[src/include/tcc_pkg.sv]
// Function
// - in free-running or clear-on-edge mode with register a at zero, match_irq_a fires as the count steps 0000h to 0001h after a wrap at ffffh.
// - match_irq_a fires on a register a match, on a valid edge of capture input b, or on a one-shot clear.
// - the shared pin is either the capture input b edge source or the timer output, never both at once.
// - a read of a capture register that meets a capture gives undefined read data while the captured value stays correct.
// - a count stop that meets a capture trigger leaves the captured value undefined.
// - with register b at zero, match_irq_b fires as the count steps 0000h to 0001h after a wrap at ffffh.
// - match_irq_b fires on a register b match, on a valid edge of capture input a, or on a one-shot clear.
// - register b accepts writes while counting and later compares use the new value.
// - counting starts as soon as the two mode bits are anything other than both zero.
// - in clear-on-match, clear-on-edge or free-running mode the overflow flag sets when the count wraps ffffh to 0000h.
package tcc_pkg;
   localparam logic [15:0] COUNT_MAX = 16'hffff;
   localparam logic [15:0] COUNT_ZERO = 16'h0000;
   localparam logic [15:0] CMP_RESET = 16'h0000;
   localparam logic [1:0] MODE_STOP = 2'h0;
   localparam logic [1:0] MODE_CLR_EDGE = 2'h1;
   localparam logic [1:0] MODE_FREE = 2'h2;
   localparam logic [1:0] MODE_CLR_MATCH = 2'h3;
   localparam int DIV_W = 3;
   localparam int SYNC_N = 2;

   typedef struct packed {
      logic op_mode_bit_high;
      logic op_mode_bit_low;
      logic cap_mode_a;     // register a captures instead of compares
      logic cap_mode_b;
      logic edge_rise_a;    // 1: rising edge valid, 0: falling edge valid
      logic edge_rise_b;
      logic pin_is_output;  // shared pin drives the timer output
      logic [1:0] prescale_sel;
   } tcc_ctrl_t;
endpackage

[src/rtl/tcc_timer.sv]
`timescale 1ns/1ps
module tcc_timer
(
   input wire logic sys_clk,
   input wire logic rst,
   input wire tcc_pkg::tcc_ctrl_t ctrl,
   input wire logic oneshot_trig,
   input wire logic wr_a,
   input wire logic wr_b,
   input wire logic [15:0] wdata,
   input wire logic rd_a,
   input wire logic rd_b,
   input wire logic overflow_clr,
   input wire logic capture_input_a,
   input wire logic shared_port_pin_in,
   output logic shared_port_pin_out_r,
   output logic shared_port_pin_oe_r,
   output logic [15:0] rdata_r,
   output logic [15:0] count_value_r,
   output logic match_irq_a_r,
   output logic match_irq_b_r,
   output logic overflow_flag_r
);
   logic [1:0] mode;
   logic run;
   logic [tcc_pkg::DIV_W-1:0] div_r;
   logic [tcc_pkg::DIV_W-1:0] div_mask;
   logic tick;
   logic [tcc_pkg::SYNC_N-1:0] pin_raw;
   logic [tcc_pkg::SYNC_N-1:0] pin_rise;
   logic [tcc_pkg::SYNC_N-1:0] pin_fall;
   logic edge_a_ok;
   logic edge_b_ok;
   logic [15:0] compare_capture_reg_a_r;
   logic [15:0] compare_capture_reg_b_r;
   logic wrapped_r;
   logic hit_a;
   logic hit_b;
   logic clr_now;
   logic clr_match;
   logic wrap_now;
   logic [15:0] count_nxt;

   assign mode = {ctrl.op_mode_bit_high, ctrl.op_mode_bit_low};
   assign run = (mode != tcc_pkg::MODE_STOP);

   // count tick divider: sel 0..3 gives every 1, 2, 4 or 8 system clocks
   always_comb
   begin
      case (ctrl.prescale_sel)
         2'h0: div_mask = 3'h0;
         2'h1: div_mask = 3'h1;
         2'h2: div_mask = 3'h3;
         default: div_mask = 3'h7;
      endcase
   end

   always_ff @(posedge sys_clk)
   begin
      if (rst)
         div_r <= '0;
      else
         div_r <= div_r + 3'h1;
   end

   assign tick = ((div_r & div_mask) == 3'h0);

   // input a on index 0, shared pin on index 1
   assign pin_raw = {shared_port_pin_in, capture_input_a};

   genvar gi;
   generate
      for (gi = 0; gi < tcc_pkg::SYNC_N; gi++)
      begin : g_sync
         tcc_pin_sync u_sync
         (
            .sys_clk(sys_clk),
            .rst(rst),
            .pin_in(pin_raw[gi]),
            .level_r(),
            .rise(pin_rise[gi]),
            .fall(pin_fall[gi])
         );
      end
   endgenerate

   assign edge_a_ok = run && (ctrl.edge_rise_a ? pin_rise[0] : pin_fall[0]);
   // pin used as output never feeds the capture edge path
   assign edge_b_ok = run && !ctrl.pin_is_output && (ctrl.edge_rise_b ? pin_rise[1] : pin_fall[1]);

   // a zero compare value only matches once the count has wrapped
   assign hit_a = run && tick && !ctrl.cap_mode_a && (count_value_r == compare_capture_reg_a_r)
                  && ((compare_capture_reg_a_r != tcc_pkg::COUNT_ZERO) || wrapped_r);
   assign hit_b = run && tick && !ctrl.cap_mode_b && (count_value_r == compare_capture_reg_b_r)
                  && ((compare_capture_reg_b_r != tcc_pkg::COUNT_ZERO) || wrapped_r);

   assign clr_match = (mode == tcc_pkg::MODE_CLR_MATCH) && tick && !ctrl.cap_mode_a
                      && (count_value_r == compare_capture_reg_a_r);
   assign clr_now = oneshot_trig
                    || ((mode == tcc_pkg::MODE_CLR_EDGE) && edge_a_ok)
                    || clr_match;
   // a match clear at ffffh still lands on 0000h, so it counts as the wrap
   assign wrap_now = run && tick && (count_value_r == tcc_pkg::COUNT_MAX) && (!clr_now || clr_match);

   always_comb
   begin
      count_nxt = count_value_r;
      if (!run)
         count_nxt = tcc_pkg::COUNT_ZERO;
      else if (clr_now)
         count_nxt = tcc_pkg::COUNT_ZERO;
      else if (tick)
         count_nxt = count_value_r + 16'h0001;
   end

   always_ff @(posedge sys_clk)
   begin
      if (rst)
         count_value_r <= tcc_pkg::COUNT_ZERO;
      else
         count_value_r <= count_nxt;
   end

   always_ff @(posedge sys_clk)
   begin
      if (rst)
         wrapped_r <= 1'b0;
      else if (!run)
         wrapped_r <= 1'b0;
      else if (wrap_now)
         wrapped_r <= 1'b1;
   end

   // register a: compare value from software or capture on input b edge;
   // writes while counting are not blocked, keeping them off is up to software
   always_ff @(posedge sys_clk)
   begin
      if (rst)
         compare_capture_reg_a_r <= tcc_pkg::CMP_RESET;
      else if (ctrl.cap_mode_a && edge_b_ok)
         compare_capture_reg_a_r <= count_value_r;
      else if (wr_a)
         compare_capture_reg_a_r <= wdata;
   end

   always_ff @(posedge sys_clk)
   begin
      if (rst)
         compare_capture_reg_b_r <= tcc_pkg::CMP_RESET;
      else if (ctrl.cap_mode_b && edge_a_ok)
         compare_capture_reg_b_r <= count_value_r;
      else if (wr_b)
         compare_capture_reg_b_r <= wdata;
   end

   // a read meeting a capture returns the pre-capture value
   always_ff @(posedge sys_clk)
   begin
      if (rst)
         rdata_r <= tcc_pkg::CMP_RESET;
      else if (rd_a)
         rdata_r <= compare_capture_reg_a_r;
      else if (rd_b)
         rdata_r <= compare_capture_reg_b_r;
   end

   always_ff @(posedge sys_clk)
   begin
      if (rst)
      begin
         match_irq_a_r <= 1'b0;
         match_irq_b_r <= 1'b0;
      end
      else
      begin
         match_irq_a_r <= hit_a || edge_b_ok || (run && oneshot_trig);
         match_irq_b_r <= hit_b || edge_a_ok || (run && oneshot_trig);
      end
   end

   // set wins over a clear in the same cycle
   always_ff @(posedge sys_clk)
   begin
      if (rst)
         overflow_flag_r <= 1'b0;
      else if (wrap_now)
         overflow_flag_r <= 1'b1;
      else if (overflow_clr)
         overflow_flag_r <= 1'b0;
   end

   always_ff @(posedge sys_clk)
   begin
      if (rst)
      begin
         shared_port_pin_out_r <= 1'b0;
         shared_port_pin_oe_r <= 1'b0;
      end
      else
      begin
         shared_port_pin_oe_r <= ctrl.pin_is_output;
         if (!run)
            shared_port_pin_out_r <= 1'b0;
         else if (ctrl.pin_is_output && (hit_a || hit_b))
            shared_port_pin_out_r <= !shared_port_pin_out_r;
      end
   end

   property p_zero_a;
      @(posedge sys_clk) disable iff (rst)
      (run && tick && !clr_now && !ctrl.cap_mode_a && compare_capture_reg_a_r == 16'h0000 && wrapped_r
       && count_value_r == 16'h0000) |=> (match_irq_a_r && count_value_r == 16'h0001);
   endproperty
   a_zero_a: assert property (p_zero_a) else $error("no irq a at 0000h to 0001h");

   property p_edge_b_irq_a;
      @(posedge sys_clk) disable iff (rst)
      (edge_b_ok && ctrl.cap_mode_a) |=> (match_irq_a_r && compare_capture_reg_a_r == $past(count_value_r));
   endproperty
   a_edge_b_irq_a: assert property (p_edge_b_irq_a) else $error("capture into a or irq a missing");

   property p_oneshot;
      @(posedge sys_clk) disable iff (rst)
      (run && oneshot_trig && $stable(mode)) |=> (match_irq_a_r && match_irq_b_r && count_value_r == 16'h0000);
   endproperty
   a_oneshot: assert property (p_oneshot) else $error("one-shot clear did not fire both irqs");

   property p_pin_exclusive;
      @(posedge sys_clk) disable iff (rst)
      ctrl.pin_is_output |-> (!edge_b_ok ##1 shared_port_pin_oe_r);
   endproperty
   a_pin_exclusive: assert property (p_pin_exclusive) else $error("shared pin used both ways");

   property p_zero_b;
      @(posedge sys_clk) disable iff (rst)
      (run && tick && !ctrl.cap_mode_b && compare_capture_reg_b_r == 16'h0000 && wrapped_r
       && count_value_r == 16'h0000) |=> match_irq_b_r;
   endproperty
   a_zero_b: assert property (p_zero_b) else $error("no irq b at 0000h to 0001h");

   property p_edge_a_irq_b;
      @(posedge sys_clk) disable iff (rst)
      edge_a_ok |=> match_irq_b_r;
   endproperty
   a_edge_a_irq_b: assert property (p_edge_a_irq_b) else $error("edge on input a gave no irq b");

   property p_write_b;
      @(posedge sys_clk) disable iff (rst)
      (wr_b && !(ctrl.cap_mode_b && edge_a_ok)) |=> (compare_capture_reg_b_r == $past(wdata));
   endproperty
   a_write_b: assert property (p_write_b) else $error("write to register b lost");

   property p_stop;
      @(posedge sys_clk) disable iff (rst)
      (!run) |=> (count_value_r == 16'h0000 && !match_irq_a_r && !match_irq_b_r);
   endproperty
   a_stop: assert property (p_stop) else $error("counter active in stop mode");

   property p_start;
      @(posedge sys_clk) disable iff (rst)
      ($rose(run) && tick && !clr_now) |=> (count_value_r == 16'h0001);
   endproperty
   a_start: assert property (p_start) else $error("counter did not start at once");

   property p_overflow;
      @(posedge sys_clk) disable iff (rst)
      wrap_now |=> (overflow_flag_r && count_value_r == 16'h0000);
   endproperty
   a_overflow: assert property (p_overflow) else $error("overflow flag not set on wrap");

   property p_step;
      @(posedge sys_clk) disable iff (rst)
      (run && tick && !clr_now && $stable(mode)) |=> (count_value_r == $past(count_value_r) + 16'h0001);
   endproperty
   a_step: assert property (p_step) else $error("count did not step by one");

   c_wrap: cover property (@(posedge sys_clk) disable iff (rst) wrap_now);
   c_match_clear: cover property (@(posedge sys_clk) disable iff (rst)
      (mode == tcc_pkg::MODE_CLR_MATCH) && hit_a);
   c_capture_a: cover property (@(posedge sys_clk) disable iff (rst) ctrl.cap_mode_a && edge_b_ok);
   c_pin_toggle: cover property (@(posedge sys_clk) disable iff (rst) $rose(shared_port_pin_out_r));
endmodule

[src/rtl/tcc_pin_sync.sv]
`timescale 1ns/1ps
// three-stage synchroniser; a level counts once stages two and three agree
module tcc_pin_sync
(
   input wire logic sys_clk,
   input wire logic rst,
   input wire logic pin_in,
   output logic level_r,
   output logic rise,
   output logic fall
);
   logic s1_r;
   logic s2_r;
   logic s3_r;
   logic agree;

   always_ff @(posedge sys_clk)
   begin
      if (rst)
      begin
         s1_r <= 1'b0;
         s2_r <= 1'b0;
         s3_r <= 1'b0;
      end
      else
      begin
         s1_r <= pin_in;
         s2_r <= s1_r;
         s3_r <= s2_r;
      end
   end

   assign agree = (s2_r == s3_r);

   always_ff @(posedge sys_clk)
   begin
      if (rst)
         level_r <= 1'b0;
      else if (agree)
         level_r <= s3_r;
   end

   assign rise = agree && s3_r && !level_r;
   assign fall = agree && !s3_r && level_r;
endmodule

[config.mk]
export PLATFORM = sky130hd
export DESIGN_NAME = tcc_timer
export DESIGN_NICKNAME = d
export VERILOG_FILES = /design/src/include/tcc_pkg.sv /design/src/rtl/tcc_timer.sv /design/src/rtl/tcc_pin_sync.sv
export SDC_FILE = /design/constraint.sdc
export NUM_CORES = 1
export LEC_CHECK = 0
export BUFFER_PORTS_ARGS = -buffer_cell sky130_fd_sc_hd__buf_2
export CELL_PAD_IN_SITES_DETAIL_PLACEMENT = 1
export CELL_PAD_IN_SITES_GLOBAL_PLACEMENT = 2
export CORE_UTILIZATION = 33
export DETAILED_ROUTE_END_ITERATION = 6
export PLACE_DENSITY = 0.81
export SYNTH_ARGS = -nofsm -noshare
export SYNTH_HDL_FRONTEND = slang
export SYNTH_SLANG_ARGS = --single-unit
[constraint.sdc]
create_clock -name sys_clk -period 2.7 [get_ports sys_clk]
set_clock_uncertainty 0.2 [all_clocks]
set_input_delay 0.54 -clock sys_clk [delete_from_list [all_inputs] [get_ports sys_clk]]
set_output_delay 0.54 -clock sys_clk [all_outputs]
set_load 0.01 [all_outputs]
Yosys cells after proc, flatten, opt, wreduce, memory -nomap -nowiden
Cells that the tools add are included.

Logic and storage cells: 101. Input bits: 35. Register bits: 81. Output and inout port bits: 37.

Reductions and logical operators: 58. Mux-type cells: 11. $add $sub $neg: 2. Bitwise operators: 2. Eq/ne operators: 9.

Operator list (count): $mux 16 (6); $eq 16x16->1 (2); $reduce_bool 16->1 (2); $logic_and 1x1->1 (28); $add 16x1->16 const B (1); $eq 16x16->1 const B (1); $logic_or 1x1->1 (10); $reduce_bool 2->1 (5); $logic_not 1->1 (9); $pmux 3 s3 (1); $eq 2x1->1 const B (2); $eq 2x2->1 const B (2); $mux 1 (4); $add 3x1->3 const B (1); $and 3x3->3 (1); $logic_not 3->1 (1); $reduce_or 3->1 (1); $eq 1x1->1 (2); $logic_not 2->1 (1); $reduce_or 2->1 (1); $not 1->1 (1).

Depth between registers and ports, before layout
Depth in word-level cells: 12. Mapped depth: 10. Depth with buffers taken out: 8.

By module
Synthesis repeated with hierarchy kept, for this count alone.

Cell total of the unflattened synthesis: 463. Area total of the unflattened synthesis: 4071.4 um^2.

By module, submodules not included: tcc_timer (instances 1, sequential area each 1461.4 um^2, area each 3761.1 um^2, cells each 433); tcc_pin_sync (instances 2, sequential area each 80.1 um^2, area each 155.1 um^2, cells each 15).

Worst setup path before layout
No wires, ideal clock.

Kind: input port to flip-flop. Start point: input port ctrl[0] (netlist name). End point: register count_value_r[6]. Buffers on the path: 1. Arrival: 1.905 ns. Setup slack: 0.480 ns. Required time: 2.385 ns. Library setup time: 0.115 ns. Stages: 7. Path through: a211oi_1 -> nor2_1 -> nor4_2 -> a41o_1 -> a211o_2 -> buf_4 -> nor2_1.

Longest elaborated chain between the ends: 9. Elaborated cells between the ends (all ways): 11. Classes of those cells: eq/ne (2); mux (1); bitwise (1); reduce/logical (7).

Ends and longest elaborated chain: start: declaration (RTL line tcc_timer.sv:6) `input wire tcc_pkg::tcc_ctrl_t ctrl,`; $eq 2x2->1 (tied with other cells) (RTL line tcc_timer.sv:50) `case (ctrl.prescale_sel)`; $pmux 3 s3 * (RTL line tcc_timer.sv:50); $and 3x3->3 * (RTL line tcc_timer.sv:66) `assign tick = ((div_r & div_mask) == 3'h0);`; $logic_not 3->1 * (RTL line tcc_timer.sv:66); $logic_and 1x1->1 (2 in series) (RTL line tcc_timer.sv:97) `assign clr_match = (mode == tcc_pkg::MODE_CLR_MATCH) && tick && !ctrl.cap_mode_a`; $logic_and 1x1->1 (RTL line tcc_timer.sv:98) `&& (count_value_r == compare_capture_reg_a_r);`; $logic_or 1x1->1 (RTL line tcc_timer.sv:101) `|| clr_match;`; $reduce_or 3->1 (no line); end signal: assignment (RTL line tcc_timer.sv:119) `count_value_r <= tcc_pkg::COUNT_ZERO;`; end signal: assignment (RTL line tcc_timer.sv:121) `count_value_r <= count_nxt;`; end: declaration (RTL line tcc_timer.sv:19) `output logic [15:0] count_value_r,`.

Every way passes the cells marked *; elsewhere a longest branch is shown, timed or not. A chain may end at the register's enable or synchronous reset.

Worst setup path in the final report
Start point: register div_r[1] (netlist name). End point: register count_value_r[3].

Longest elaborated chain between the ends: 7.

Ends and longest elaborated chain: start: declaration (RTL line tcc_timer.sv:26) `logic [tcc_pkg::DIV_W-1:0] div_r;`; start signal: assignment (RTL line tcc_timer.sv:63) `div_r <= div_r + 3'h1;`; $and 3x3->3 * (RTL line tcc_timer.sv:66); $logic_not 3->1 * (RTL line tcc_timer.sv:66); $logic_and 1x1->1 (2 in series) (RTL line tcc_timer.sv:97); $logic_and 1x1->1 (RTL line tcc_timer.sv:98); $logic_or 1x1->1 (RTL line tcc_timer.sv:101); $reduce_or 3->1 (no line).

Marked as above.

==> metrics <==
status=finished, final reports clean; max-capacitance violation count=0; crit path DAT=about 2.2 ns; DRC=0; Slew @ Worst Pin=0.6097 ns; startpoint types=flip-flop; IO Count=around 70; Final Util=between 30% and 40%; share of layout cells above drive strength 1=18.88%; antenna violations before repair=0; asr flop ratio synth=0%; synth cell count leaders=111 x nor2_1, 81 x dfxtp_1, 51 x mux2i_1; GRT overflow=0; postcts setup bufs=0; fin area=between 0.004 and 0.005 sq mm; fin. max-slew vios=0; clk sinks=81; crit path max fanout=16; top cells by area, synth=dfxtp_1 40%, mux2i_1 13%, nor2_1 10%, xnor2_1 5.4%, xor2_1 4.9%; crit-path cells=a211oi_1 > nor2_1 > nor4_2 > a41o_1 > a211o_2 > nor2_1; endpoints failing hold=0; Die Wd=113.2 um; H-tree Lvls=3; most used cell along the critical path=nor2_1; fmax=approximately 450 MHz; global-route wire length before repair=between 15 and 20 mm; most common cell in the netlist=nor2_1; post-synthesis cell area=0.004079 sq mm; CTS clock-pin slew for the worst setup and hold paths=roughly 0.06 ns; CORE AREA=0.01201 sq mm; antenna fix cells=0; die height=approximately 110 um; critical path type=reg2reg; leakage power=~2.2 nW; Syn Area/Cell=8.533 sq um; dpl hpwl=between 8 and 9 mm; Initial Util=around 34%; # setup viols final=0; CP endpoint kind=flip-flop; yosys warns=0; worst hold path class=in2reg; Setup TNS=0 ns; GP Congestion=0.8087; placed inst area=between 0.004 and 0.005 sq mm; Root Buffer Master=clkbuf_16; post-synth top area share=39.75%; cts hold-fix bufs=0; Mapped Cells=about 480; area grow syn2layout=17.70%; final WL=around 12 mm; main flop type after synthesis=dfxtp_1; Top Family by Delay on Critical Path=compound AO/OA/AOI/OAI gates; area leader, netlist=dfxtp_1; RSZ-0062 raised after global routing=false; WP data required=2.72 ns; # rows=40; syn nets=around 520; worst vdd ir=about 0.00021 V; power density cells=between 500 and 600 mW/mm^2; Port Buffer Count=just over 70; CP max stage delay=0.44 ns; routed vias=3515; worst-skew pair later-pin latency=between 0.3 and 0.4 ns; nets@finish=around 570; WL/cell=roughly 18 um; sequential share of the synthesized area=39.75%; Max Root-Sink Buffers=2; Resized cells post-CTS=0; vias in the first global route=3708; CTS tree=yes; count of unique library cells instantiated by Yosys=38; Seq cells post-synth=a little over 80; slowest CP cell=nor4_2; Tmin final=approximately 2.2 ns; GRT Total Usage=between 20% and 30%; Post-synth EDFFs=0; Routed Antenna Nets=0; headroom to the max-slew limit=between 50% and 60%; drt first pass iters=4; largest net degree at the start of global routing=40; CP Buf/Inv Count=0; initial DRC count=between 100 and 150; TritonCTS Buffers=9; Tcrit/Tclk final=approximately four fifths; die area=between 0.01 and 0.015 sq mm; Via density=approximately 5
==> path summary, 6_finish.rpt <==
check	slack, ns	cells after the start	from	to
max	0.49	6	div_r[1]$_SDFF_PP0_	count_value_r[3]$_SDFFE_PP0N_
max reg2reg	0.49	6	div_r[1]$_SDFF_PP0_	count_value_r[3]$_SDFFE_PP0N_
min reg2reg	0.24	1	g_sync[0].u_sync.s1_r$_SDFF_PP0_	g_sync[0].u_sync.s2_r$_SDFF_PP0_
min	0.20	2	capture_input_a	g_sync[0].u_sync.s1_r$_SDFF_PP0_
==> worst reg2reg max path, stage by stage (launching register included) <==
cell      delay [ns]
dfxtp_1         0.32
a211oi_1        0.32
nor2_1          0.17
nor4_2          0.44
a41o_1          0.24
a211o_2         0.31
nor2_1          0.09
==> kinds of logic after synthesis <==
group	after synthesis	share of synthesized area [%]
compound gates	66	9.939
xor+xnor	48	10.31
fa+ha+maj	6	1.840
buf+inv	49	6.043
flops	81	39.75
mux	51	12.52
simple gates	177	19.60
==> report_power, final <==
| group | switching, W | internal (W) |
|---|---|---|
| sequential | 0.0000608 | 0.00125 |
| combinational | 0.000171 | 0.000140 |
| clock | 0.000480 | 0.000758 |
==> layer usage <==
metal | routed length [um] | global-route usage [%] | vias up
met5 | 0 | 0 | -
met4 | 222 | 7.193 | 0
met3 | 562 | 5.035 | 15
met2 | 5469 | 32.76 | 76
met1 | 5827 | 25.98 | 1691
li1 | - | - | 1733
==> through the flow <==
stage / cells / setup WS, ns / power, W / hold slack, ns
2_1_floorplan: 478 / 0.4804 / 0.001531 / 0.2138
3_5_place_dp: 667 / 0.1341 / 0.001649 / 0.2285
5_1_grt: 682 / 0.2305 / 0.002979 / 0.1981
3_3_place_gp: 667 / 0.2340 / 0.001637 / 0.2219
4_1_cts: 682 / 0.4728 / 0.002899 / 0.1957
6_report: 682 / 0.4940 / 0.002858 / 0.2042
==> state kept, by name, summed over array words and instances (netlist names) <==
register                 flops
rdata_r                     16
match_irq_b_r                1
div_r                        3
g_sync.u_sync.level_r        2
g_sync.u_sync.s3_r           2
shared_port_pin_oe_r         1
wrapped_r                    1
shared_port_pin_out_r        1
count_value_r               16
compare_capture_reg_a_r     16
compare_capture_reg_b_r     16
g_sync.u_sync.s2_r           2
overflow_flag_r              1
g_sync.u_sync.s1_r           2
match_irq_a_r                1
==> cells in the final DEF, fill, tap and decap left out, types with 2 or more instances in the layout <==
master     Yosys  final
clkbuf_16      0      9
or4_1          2      2
a41o_1         2      2
nor2_1       111    111
buf_4          1     11
xnor2_1       25     25
nor2b_1        6      6
nor3_1         3      3
dfxtp_1       81     81
and3_1         4      4
nand4_1        8      8
a211oi_1      18     18
inv_1          8      8
xor2_1        23     23
mux2i_1       51     51
buf_2          7     71
nor4_1        10     10
clkinv_2       0      2
or3_1          3      3
nand3b_1       2      2
nand2_1       13     13
o21ai_0        2      2
ha_1           6      6
clkbuf_8       0      2
and4_1         2      2
nand3_1        9      9
a21oi_1       38     38
==> cell type report <==
type                            count  area, sq um
Timing Repair Buffer               83        457.9
Clock buffer                       12        256.5
Inverter                            8        30.03
Tap cell                          147        183.9
Multi-Input combinational cell    348         2211
Fill cell                        1436         7211
Sequential cell                    81         1622
Clock inverter                      3        40.04
(Power assumes the default switching activity.)
